===== config.mk =====
export PLATFORM = sky130hd
export DESIGN_NAME = bic_cmd
export DESIGN_NICKNAME = d
export VERILOG_FILES = /design/src/rtl/bic_pkg.sv /design/src/rtl/bic_rtc.sv /design/src/rtl/bic_cmd.sv
export SDC_FILE = /design/constraint.sdc
export NUM_CORES = 2
export LEC_CHECK = 0
export BUFFER_PORTS_ARGS = -buffer_cell sky130_fd_sc_hd__buf_2
export CORE_AREA = 5 5 318 320
export CTS_CLUSTER_SIZE = 20
export DETAILED_ROUTE_END_ITERATION = 10
export DIE_AREA = 0 0 323 325
export PLACE_DENSITY = 0.72
export SLEW_MARGIN = 10
export SYNTH_ARGS = -nofsm -noshare
export SYNTH_HDL_FRONTEND = slang
export SYNTH_SLANG_ARGS = --single-unit

===== constraint.sdc =====
create_clock -name ref_clk_i -period 4 [get_ports ref_clk_i]
set_input_delay 0.6 -clock ref_clk_i [delete_from_list [all_inputs] [get_ports ref_clk_i]]
set_output_delay 0.6 -clock ref_clk_i [all_outputs]
set_load 0.03 [all_outputs]

===== src/rtl/bic_pkg.sv =====
// Constants shared by the breaker interface command block and its clock.
// Assumes register addresses are zero based Modbus addresses (register-1).
package bic_pkg;

  // Command block, registers 8000 to 8038
  localparam logic [15:0] REG_CMD_CODE    = 16'h1F3F;
  localparam logic [15:0] REG_BYTE_COUNT  = 16'h1F40;
  localparam logic [15:0] REG_DESTINATION = 16'h1F41;
  localparam logic [15:0] REG_SECURITY    = 16'h1F42;
  localparam logic [15:0] REG_PASSWORD    = 16'h1F43;
  localparam logic [15:0] REG_DATETIME    = 16'h1F45;
  localparam int unsigned CMD_WORDS       = 39;
  // Word indices inside the command block
  localparam int unsigned IDX_CODE  = 0;
  localparam int unsigned IDX_COUNT = 1;
  localparam int unsigned IDX_DEST  = 2;
  localparam int unsigned IDX_SEC   = 3;
  localparam int unsigned IDX_PW_HI = 4;
  localparam int unsigned IDX_PW_LO = 5;
  localparam int unsigned IDX_PARAM = 6;
  localparam int unsigned IDX_NAME  = 9;

  // Result registers 8021 and 8022, time readback 8023 to 8026
  localparam logic [15:0] REG_LAST_CODE = 16'h1F54;
  localparam logic [15:0] REG_ERROR     = 16'h1F55;
  localparam logic [15:0] REG_TIME_BASE = 16'h1F56;
  localparam int unsigned TIME_WORDS    = 4;

  // User application name, registers 10242 to 10273
  localparam logic [15:0] REG_NAME_BASE = 16'h2801;
  localparam int unsigned NAME_REGS     = 32;
  localparam int unsigned NAME_WORDS    = 24;

  // Command codes
  localparam logic [15:0] CMD_GET_TIME    = 16'h0300;
  localparam logic [15:0] CMD_SET_TIME    = 16'h0301;
  localparam logic [15:0] CMD_WRITE_NAME  = 16'h0408;
  localparam logic [15:0] CMD_ALARM_RESET = 16'hA08B;
  localparam logic [15:0] CMD_CRADLE_PRE  = 16'hA188;
  localparam logic [15:0] CMD_REGREASE    = 16'hA189;
  localparam logic [15:0] CMD_GET_EVENTS  = 16'hC580;

  // Fixed fields of the commands
  localparam logic [15:0] CNT_GET_TIME    = 16'h000A;
  localparam logic [15:0] CNT_SET_TIME    = 16'h0012;
  localparam logic [15:0] CNT_ALARM_RESET = 16'h000A;
  localparam logic [15:0] CNT_CRADLE_PRE  = 16'h0010;
  localparam logic [15:0] CNT_REGREASE    = 16'h0012;
  localparam logic [15:0] CNT_GET_EVENTS  = 16'h001B;
  localparam logic [15:0] CNT_NAME_MIN    = 16'h0007;
  localparam logic [15:0] CNT_NAME_MAX    = 16'h0035;
  localparam logic [15:0] DEST_ALL_UNITS  = 16'h2200;
  localparam logic [15:0] DEST_IFACE      = 16'h2201;
  localparam logic [15:0] DEST_NONE       = 16'h0000;
  localparam logic [15:0] SEC_OPEN        = 16'h0000;
  localparam logic [15:0] SEC_PROFILE     = 16'h0001;
  localparam logic [31:0] PW_NONE         = 32'h0000_0000;
  localparam logic [15:0] NAME_HDR0       = 16'h0104;
  localparam logic [15:0] NAME_HDR1       = 16'h0081;
  localparam logic [15:0] NAME_HDR2       = 16'h0800;

  // Generic error codes reported in the error register
  localparam logic [15:0] ERR_NONE      = 16'h0000;
  localparam logic [15:0] ERR_UNKNOWN   = 16'h0001;
  localparam logic [15:0] ERR_PARAM     = 16'h0002;
  localparam logic [15:0] ERR_PASSWORD  = 16'h0003;
  localparam logic [15:0] ERR_LOCKED    = 16'h0004;

  // Time base: one millisecond at a 4 ns clock
  localparam int unsigned CLK_PERIOD_NS = 4;
  localparam int unsigned MS_NS         = 1000000;
  localparam int unsigned CYCLES_PER_MS = MS_NS / CLK_PERIOD_NS;

  // Calendar reset point, 1 January of year offset 0
  localparam logic [3:0] RESET_MONTH = 4'h1;
  localparam logic [4:0] RESET_DAY   = 5'h01;

endpackage


===== src/rtl/bic_rtc.sv =====
// Date and time counter with millisecond resolution.
// Assumes one clock; load and battery loss are synchronous levels/pulses.
`timescale 1ns/1ps
`default_nettype none

module bic_rtc #(
  parameter int unsigned CYCLES_PER_MS = bic_pkg::CYCLES_PER_MS
) (
  // Clock and reset
  input  wire logic        ref_clk_i,
  input  wire logic        rst_n_i,
  // Control
  input  wire logic        load_i,
  input  wire logic        battery_lost_i,
  input  wire logic [63:0] load_time_i,
  // Current time, words in readback order
  output logic      [63:0] time_o
);

  typedef struct packed {
    logic [31:0] div;
    logic [9:0]  ms;
    logic [5:0]  sec;
    logic [5:0]  min;
    logic [4:0]  hour;
    logic [4:0]  day;
    logic [3:0]  month;
    logic [7:0]  year;
  } bic_rtc_state_t;

  bic_rtc_state_t s_reg;
  bic_rtc_state_t s_next;
  logic [4:0]     month_days;

  // Offsets 0..99 map to 2000..2099, so every fourth year is leap
  always_comb begin
    unique case (s_reg.month)
      4'h4, 4'h6, 4'h9, 4'hB: month_days = 5'h1E;
      4'h2:                    month_days = (s_reg.year[1:0] == 2'h0) ?
                                            5'h1D : 5'h1C;
      default:                 month_days = 5'h1F;
    endcase
  end

  // Divider and calendar carry chain
  always_comb begin
    s_next = s_reg;
    if (battery_lost_i) begin
      s_next       = '0;
      s_next.day   = bic_pkg::RESET_DAY;
      s_next.month = bic_pkg::RESET_MONTH;
    end else if (load_i) begin
      s_next.div   = '0;
      s_next.month = load_time_i[59:56];
      s_next.day   = load_time_i[52:48];
      s_next.year  = load_time_i[47:40];
      s_next.hour  = load_time_i[36:32];
      s_next.min   = load_time_i[29:24];
      s_next.sec   = load_time_i[21:16];
      s_next.ms    = load_time_i[9:0];
    end else if (s_reg.div == 32'(CYCLES_PER_MS - 1)) begin
      s_next.div = '0;
      s_next.ms  = s_reg.ms + 10'h001;
      if (s_reg.ms == 10'h3E7) begin
        s_next.ms  = '0;
        s_next.sec = s_reg.sec + 6'h01;
        if (s_reg.sec == 6'h3B) begin
          s_next.sec = '0;
          s_next.min = s_reg.min + 6'h01;
          if (s_reg.min == 6'h3B) begin
            s_next.min  = '0;
            s_next.hour = s_reg.hour + 5'h01;
            if (s_reg.hour == 5'h17) begin
              s_next.hour = '0;
              s_next.day  = s_reg.day + 5'h01;
              if (s_reg.day == month_days) begin
                s_next.day   = 5'h01;
                s_next.month = s_reg.month + 4'h1;
                if (s_reg.month == 4'hC) begin
                  s_next.month = 4'h1;
                  s_next.year  = s_reg.year + 8'h01;
                end
              end
            end
          end
        end
      end
    end else begin
      s_next.div = s_reg.div + 32'h0000_0001;
    end
  end

  // State register; reset lands on the calendar start point
  always_ff @(posedge ref_clk_i or negedge rst_n_i) begin
    if (!rst_n_i) begin
      s_reg       <= '0;
      s_reg.day   <= bic_pkg::RESET_DAY;
      s_reg.month <= bic_pkg::RESET_MONTH;
    end else begin
      s_reg <= s_next;
    end
  end

  // Month/day, year/hour, minute/second, milliseconds
  assign time_o = {4'h0, s_reg.month, 3'h0, s_reg.day,
                   s_reg.year, 3'h0, s_reg.hour,
                   2'h0, s_reg.min, 2'h0, s_reg.sec,
                   6'h00, s_reg.ms};

endmodule

`default_nettype wire


===== src/rtl/bic_cmd.sv =====
// Command interpreter of the breaker communication interface.
// Assumes a Modbus slave front end that turns frames into register
// strobes and marks the end of each write frame with frame_end_i.
//
// What this block does
// - Time read: 768, 10 bytes, 8704, open.
// - Time returned in registers 8023 to 8026.
// - Time read runs even when pad locked.
// - Time set: 769, 18 bytes, 8704, open.
// - Time set runs even when pad locked.
// - Battery loss restarts clock at 1 January 2000.
// - Name write: 1032, destination 0, security 1.
// - Stored name readable at 10242 to 10273.
// - Recognise four interface specific command codes.
// - Failures reported with generic error codes.
`timescale 1ns/1ps
`default_nettype none

module bic_cmd #(
  parameter int unsigned CYCLES_PER_MS = bic_pkg::CYCLES_PER_MS
) (
  // Clock and reset
  input  wire logic        ref_clk_i,
  input  wire logic        rst_n_i,
  // Register write strobe from the Modbus slave
  input  wire logic        wr_en_i,
  input  wire logic [15:0] wr_addr_i,
  input  wire logic [15:0] wr_data_i,
  input  wire logic        frame_end_i,
  // Register read strobe and answer
  input  wire logic        rd_en_i,
  input  wire logic [15:0] rd_addr_i,
  output logic      [15:0] rd_data_o,
  output logic             rd_valid_o,
  output logic             rd_err_o,
  // Front panel, supply and profile passwords
  input  wire logic        lock_pad_i,
  input  wire logic        battery_lost_i,
  input  wire logic [31:0] admin_pw_i,
  input  wire logic [31:0] oper_pw_i,
  // Specific command action pulses, one cycle each, and their held parameter
  output logic             alarm_reset_o,
  output logic             cradle_preset_o,
  output logic             regrease_preset_o,
  output logic             event_fetch_o,
  output logic      [63:0] action_param_o,
  // Command result
  output logic             cmd_done_o,
  output logic      [15:0] cmd_error_o
);

  typedef struct packed {
    logic [bic_pkg::CMD_WORDS-1:0][15:0]  cmd_buf;
    logic [bic_pkg::NAME_WORDS-1:0][15:0] name;
    logic [bic_pkg::TIME_WORDS-1:0][15:0] snap;
    logic [15:0] last_code;
    logic [15:0] err;
    logic        done;
    logic        time_load;
    logic [63:0] time_value;
    logic        alarm_reset;
    logic        cradle_preset;
    logic        regrease_preset;
    logic        event_fetch;
    logic [63:0] action_param;
    logic [15:0] rd_data;
    logic        rd_valid;
    logic        rd_err;
  } bic_cmd_state_t;

  bic_cmd_state_t s_reg;
  bic_cmd_state_t s_next;

  logic [63:0] rtc_time;
  logic [15:0] wr_off;
  logic [15:0] rd_off;
  logic [15:0] rd_time_off;
  logic [15:0] rd_name_off;
  logic [15:0] code;
  logic [15:0] count;
  logic [15:0] dest;
  logic [15:0] sec;
  logic [31:0] pw;
  logic [63:0] param;
  logic        open_cmd;
  logic        prof_cmd;
  logic        pw_ok;

  // Clock kept here so the time commands act on it directly
  bic_rtc #(
    .CYCLES_PER_MS (CYCLES_PER_MS)
  ) u_rtc (
    .ref_clk_i      (ref_clk_i),
    .rst_n_i        (rst_n_i),
    .load_i         (s_reg.time_load),
    .battery_lost_i (battery_lost_i),
    .load_time_i    (s_reg.time_value),
    .time_o         (rtc_time)
  );

  // Offsets of an access into each mapped window
  assign wr_off      = wr_addr_i - bic_pkg::REG_CMD_CODE;
  assign rd_off      = rd_addr_i - bic_pkg::REG_CMD_CODE;
  assign rd_time_off = rd_addr_i - bic_pkg::REG_TIME_BASE;
  assign rd_name_off = rd_addr_i - bic_pkg::REG_NAME_BASE;

  // Fields of the command block as the client left them
  assign code  = s_reg.cmd_buf[bic_pkg::IDX_CODE];
  assign count = s_reg.cmd_buf[bic_pkg::IDX_COUNT];
  assign dest  = s_reg.cmd_buf[bic_pkg::IDX_DEST];
  assign sec   = s_reg.cmd_buf[bic_pkg::IDX_SEC];
  assign pw    = {s_reg.cmd_buf[bic_pkg::IDX_PW_HI],
                  s_reg.cmd_buf[bic_pkg::IDX_PW_LO]};
  assign param = {s_reg.cmd_buf[bic_pkg::IDX_PARAM],
                  s_reg.cmd_buf[bic_pkg::IDX_PARAM+1],
                  s_reg.cmd_buf[bic_pkg::IDX_PARAM+2],
                  s_reg.cmd_buf[bic_pkg::IDX_PARAM+3]};

  // Open commands carry security type 0 and an all zero password
  assign open_cmd = (sec == bic_pkg::SEC_OPEN) && (pw == bic_pkg::PW_NONE);
  // Profile commands: a zero password never matches a profile
  assign prof_cmd = (sec == bic_pkg::SEC_PROFILE);
  assign pw_ok    = (pw != bic_pkg::PW_NONE) &&
                    ((pw == admin_pw_i) || (pw == oper_pw_i));

  // Command buffer writes, command execution and register reads
  always_comb begin
    s_next = s_reg;
    // Action strobes last a single cycle
    s_next.time_load       = 1'b0;
    s_next.done            = 1'b0;
    s_next.alarm_reset     = 1'b0;
    s_next.cradle_preset   = 1'b0;
    s_next.regrease_preset = 1'b0;
    s_next.event_fetch     = 1'b0;
    s_next.rd_valid        = 1'b0;
    s_next.rd_err          = 1'b0;

    // Client fills the block; writes elsewhere are ignored
    if (wr_en_i && (wr_off < 16'(bic_pkg::CMD_WORDS))) begin
      s_next.cmd_buf[wr_off[5:0]] = wr_data_i;
    end

    // Execute the block once the write frame has closed
    if (frame_end_i) begin
      s_next.done      = 1'b1;
      s_next.last_code = code;
      s_next.err       = bic_pkg::ERR_NONE;
      unique case (code)
        bic_pkg::CMD_GET_TIME: begin
          // No lock check: this command is not hardware protected
          if (count == bic_pkg::CNT_GET_TIME &&
              dest == bic_pkg::DEST_ALL_UNITS && open_cmd) begin
            s_next.snap = rtc_time;
          end else begin
            s_next.err = bic_pkg::ERR_PARAM;
          end
        end
        bic_pkg::CMD_SET_TIME: begin
          // Still accepted with the pad locked
          if (count == bic_pkg::CNT_SET_TIME &&
              dest == bic_pkg::DEST_ALL_UNITS && open_cmd) begin
            s_next.time_load  = 1'b1;
            s_next.time_value = param;
          end else begin
            s_next.err = bic_pkg::ERR_PARAM;
          end
        end
        bic_pkg::CMD_WRITE_NAME: begin
          if (lock_pad_i) begin
            s_next.err = bic_pkg::ERR_LOCKED;
          end else if (dest == bic_pkg::DEST_NONE && prof_cmd &&
                       count >= bic_pkg::CNT_NAME_MIN &&
                       count <= bic_pkg::CNT_NAME_MAX &&
                       param[63:48] == bic_pkg::NAME_HDR0 &&
                       param[47:32] == bic_pkg::NAME_HDR1 &&
                       param[31:16] == bic_pkg::NAME_HDR2) begin
            // Copy word for word, first character in the high byte
            for (int i = 0; i < bic_pkg::NAME_WORDS; i++) begin
              s_next.name[i] = s_reg.cmd_buf[bic_pkg::IDX_NAME + i];
            end
          end else begin
            s_next.err = bic_pkg::ERR_PARAM;
          end
        end
        bic_pkg::CMD_ALARM_RESET,
        bic_pkg::CMD_CRADLE_PRE,
        bic_pkg::CMD_REGREASE: begin
          if (lock_pad_i) begin
            s_next.err = bic_pkg::ERR_LOCKED;
          end else if (!prof_cmd || dest != bic_pkg::DEST_IFACE ||
                       (code == bic_pkg::CMD_ALARM_RESET &&
                        count != bic_pkg::CNT_ALARM_RESET) ||
                       (code == bic_pkg::CMD_CRADLE_PRE &&
                        count != bic_pkg::CNT_CRADLE_PRE) ||
                       (code == bic_pkg::CMD_REGREASE &&
                        count != bic_pkg::CNT_REGREASE)) begin
            s_next.err = bic_pkg::ERR_PARAM;
          end else if (!pw_ok) begin
            s_next.err = bic_pkg::ERR_PASSWORD;
          end else begin
            s_next.action_param    = param;
            s_next.alarm_reset     = (code == bic_pkg::CMD_ALARM_RESET);
            s_next.cradle_preset   = (code == bic_pkg::CMD_CRADLE_PRE);
            s_next.regrease_preset = (code == bic_pkg::CMD_REGREASE);
          end
        end
        bic_pkg::CMD_GET_EVENTS: begin
          if (count == bic_pkg::CNT_GET_EVENTS &&
              dest == bic_pkg::DEST_IFACE && open_cmd) begin
            s_next.action_param = param;
            s_next.event_fetch  = 1'b1;
          end else begin
            s_next.err = bic_pkg::ERR_PARAM;
          end
        end
        default: begin
          s_next.err = bic_pkg::ERR_UNKNOWN;
        end
      endcase
    end

    // Reads answer one cycle later; command block words other than 8021 to 8026 read as zero
    if (rd_en_i) begin
      s_next.rd_valid = 1'b1;
      s_next.rd_data  = '0;
      if (rd_addr_i == bic_pkg::REG_LAST_CODE) begin
        s_next.rd_data = s_reg.last_code;
      end else if (rd_addr_i == bic_pkg::REG_ERROR) begin
        s_next.rd_data = s_reg.err;
      end else if (rd_time_off < 16'(bic_pkg::TIME_WORDS)) begin
        s_next.rd_data = s_reg.snap[2'(3 - rd_time_off[1:0])];
      end else if (rd_name_off < 16'(bic_pkg::NAME_REGS)) begin
        // Words past the stored name read as zero
        if (rd_name_off < 16'(bic_pkg::NAME_WORDS)) begin
          s_next.rd_data = s_reg.name[rd_name_off[4:0]];
        end
      end else if (rd_off >= 16'(bic_pkg::CMD_WORDS)) begin
        s_next.rd_err = 1'b1;
      end
    end
  end

  // Single state register for the whole block
  always_ff @(posedge ref_clk_i or negedge rst_n_i) begin
    if (!rst_n_i) begin
      s_reg <= '0;
    end else begin
      s_reg <= s_next;
    end
  end

  // Outputs straight from the state register
  assign rd_data_o         = s_reg.rd_data;
  assign rd_valid_o        = s_reg.rd_valid;
  assign rd_err_o          = s_reg.rd_err;
  assign alarm_reset_o     = s_reg.alarm_reset;
  assign cradle_preset_o   = s_reg.cradle_preset;
  assign regrease_preset_o = s_reg.regrease_preset;
  assign event_fetch_o     = s_reg.event_fetch;
  assign action_param_o    = s_reg.action_param;
  assign cmd_done_o        = s_reg.done;
  assign cmd_error_o       = s_reg.err;

endmodule

`default_nettype wire


==> key figures <==
Timing
  – Final Setup Violations: 0
  – Max Clock Skew: approximately 0.024 ns
  – Final Cycle Share: 82.6%
  – Minimum clock period: between 3 and 4 ns
  – Setup TNS: 0 ns
  – Tightest Pin Transition: 1.26 ns
  – Achievable frequency: slightly above 0.3 GHz
  – Hold Vio Cnt, Final: 0
  – Max-slew violations: 0
  – RSZ-0062 raised after global routing: no
  – Slew margin rel.: between 15 and 20%

CTS
  – CTS buffer count: roughly 120
  – Clk_lat worst skew: between 0.6 and 0.7 ns
  – Post-cts sizing count: 0
  – Num Clock Sinks: 1183
  – Post-CTS Setup Inserts: 0
  – H-tree depth: 3
  – Clk slew on worst S/H paths: approximately 0.060 ns
  – Root buf cell: clkbuf_16
  – Worst-case clock buffer depth: 3
  – TritonCTS clock tree: built

Critical path
  – Worst Path Buf+Inv: 2
  – Startpoint types: register
  – Setup crit end kind: register
  – Kind of critical path: register to register
  – Most used cell, CP: buf_12
  – Slowest stage delay, CP: around 0.6 ns
  – Crit path max-delay cell type: nor3_2
  – Worst path required time: between 4 and 5 ns
  – Crit-path leading delay family: simple AND/OR/NAND/NOR gates
  – Crit path DAT: ~3.9 ns
  – Crit path cell chain: nor4_1 -> nand4_1 -> nor3_1 -> nand3_1 -> nor3_2 -> buf_12 -> buf_12 -> mux2_2
  – CP Max Fanout: 28

Detailed routing
  – Iter 0 DRT Violations: 2577
  – Routed WL per cell: roughly 25 microns
  – Vias/cell: about 6.1
  – Vias: around 33000
  – Detail Route Antenna Nets: 0
  – Residual DRC count: 0
  – First-pass DRT Iterations: 7
  – Drt total wl: 135000 microns

Cells and area
  – Nets: roughly 4100
  – Fillers: between 7000 and 8000
  – Max reg flops: about 860
  – Sequential cell area: between 20000 and 30000 sq um
  – Fraction of layout cells with a size suffix above 1: a little under two fifths
  – Multi-input gate area: 21900 sq um
  – Synth-to-Final Area Change: 12.2%
  – Non-Filler Instances: about 5400

Placed design
  – I/O Buffers: 208
  – Routability congestion estimate: about 0.91
  – DP Cell Count: around 5200
  – DPL Wire Length: 89000 microns

Run
  – Max Cap Violations: 0

Floorplan
  – Row cnt: 115
  – Die W: roughly 320 microns
  – Die H: roughly 330 microns
  – Core Footprint: roughly 100000 sq um
  – I/O pin total: 222
  – Initial Util: between 50% and 60%
  – DIE AREA: roughly 100000 sq um

Synth
  – Post-Syn Area: 53300 sq um
  – Avg Inst Size Synth: ~14 sq um
  – Post-Synthesis Cells: about 3900
  – Synth unique cells: between 80 and 90
  – Number of flops mapped to enable cells by yosys: 0
  – Synth area leader: dfrtp_1
  – Synthesis Warnings: 0
  – Share of the synthesized area in the top cell type: 55.5%
  – Post-synth top cells: dfrtp_1 (1181), mux2_2 (887), mux2_1 (201), nand2_1 (160), clkbuf_1 (126)
  – Top FF cell, synth: dfrtp_1
  – Post-synthesis sequential element count: ~1200
  – Ys async rst share: 100%
  – Cell with the most instances after synthesis: dfrtp_1
  – Area contributors post-synth: dfrtp_1 (55%), mux2_2 (19%), mux4_2 (4.5%)
  – Share of the yosys chip area belonging to registers: approximately 56%

Global route
  – Largest net degree at the start of global routing: ~120
  – Initial antenna violation count: 10
  – First-pass GRT wire length: around 210000 microns
  – Vias in the first global route: 33900
  – Grt ovf: 0
  – GRT Total Usage: between 20% and 30%

Power and ir drop
  – P per Cell Area: a little over 400 nW/um^2
  – Peak supply drop: 347 uV
  – Static leakage: between 20 and 30 nW

Run status
  – Status: finished clean

Worst hold path
  – Min-delay worst type: input pin to register
per-stage QoR:
| stage | hold slack [ns] | util, % | total power, mW | cell area (sq um) | worst slack [ns] |
|---|---|---|---|---|---|
| final | 0.235 | 61.1 | 24.4 | 59800 | 0.698 |
| after global routing | 0.255 | 61.1 | 25.1 | 59800 | 0.467 |
| after CTS | 0.187 | 61.1 | 24.6 | 59800 | 0.684 |
| after detailed placement | 0.448 | 57.0 | 13.4 | 55800 | 0.322 |
| after global placement | 0.438 | 57.0 | 13.3 | 55800 | 0.399 |
| after floorplan | 0.304 | - | 12.7 | 53300 | 0.00474 |
cell type report:
type                    instances  share of cell area, %
flip-flops and latches       1183                   49.5
repair buffers                336                   4.16
diodes                          3                 0.0126
well taps                    1287                   2.69
clock buffers                 176                   5.77
multi-input cells            2313                   36.7
clock inverters                40                  0.862
inverters                      45                  0.283
cells by family (layout without fill, tap and decap cells):
family | after synthesis | after routing | synth area share [%]
mux | 1208 | 1208 | 27.7
compound gates | 279 | 279 | 3.61
buf+inv | 369 | 597 | 3.52
flops | 1183 | 1183 | 55.6
fa+ha+maj | 21 | 21 | 0.493
other cells | 1 | 16 | 0.00704
simple gates | 676 | 676 | 7.17
xor+xnor | 116 | 116 | 1.91
final timing paths:
check | from | to | slack, ns | cells past startpoint
min in group asynchronous | rst_n_i | action_param_o[40]$_DFFE_PN0P_ | 0.50 | 2
setup reg to reg | dest[3]$_DFFE_PN0P_ | s_reg[457]$_DFFE_PN0P_ | 0.70 | 8
hold reg to reg | u_rtc.s_reg[44]$_DFF_PN0_ | u_rtc.s_reg[44]$_DFF_PN0_ | 0.47 | 1
hold / removal | lock_pad_i | cmd_error_o[1]$_DFFE_PN0P_ | 0.23 | 2
max in group asynchronous | rst_n_i | s_reg[995]$_DFFE_PN0P_ | 2.33 | 3
setup / recovery | dest[3]$_DFFE_PN0P_ | s_reg[457]$_DFFE_PN0P_ | 0.70 | 8
layer usage:
metal  vias to the layer above  track usage, %  share of wire [%]
met4                         4            8.68                3.9
met1                     17500            35.9                 42
met2                       981            41.5                 48
met3                       289            3.87                6.0
met5                         -               0              0.023
li1                      14300               -                  -
what timing repair did:
| item | 4_1_cts | 5_1_grt |
|---|---|---|
| hold endpoints to repair | 56 | 0 |
| hold buffers | 1 | 0 |
| endpoints found under the setup margin | 0 | 0 |
layout by cell type (no fill, tap or decap), drive strengths merged, types with 13 or more instances in the layout:
cell,Yosys,routed
nor3,43,43
nand4,46,46
xnor2,21,21
mux2,1088,1088
nor2,98,98
a21o,14,14
a21oi,52,52
o21ai,68,68
ha,21,21
xor2,95,95
o31ai,13,13
nand3,100,100
clkinv,1,25
and3,32,32
buf,198,334
dfrtp,1181,1181
inv,44,48
a22o,19,19
nor4b,20,20
conb,1,13
clkbuf,126,177
or3,18,18
nor4,81,81
nand2,160,160
mux2i,14,14
mux4,106,106
power by group:
| group | total (mW) | internal (mW) | switching, mW |
|---|---|---|---|
| sequential | 12.0 | 12.0 | 0.0232 |
| combinational | 1.12 | 0.289 | 0.827 |
| clock | 11.3 | 6.65 | 4.64 |
| total | 24.4 | 18.9 | 5.49 |
Power figures use the tool's default switching activity.
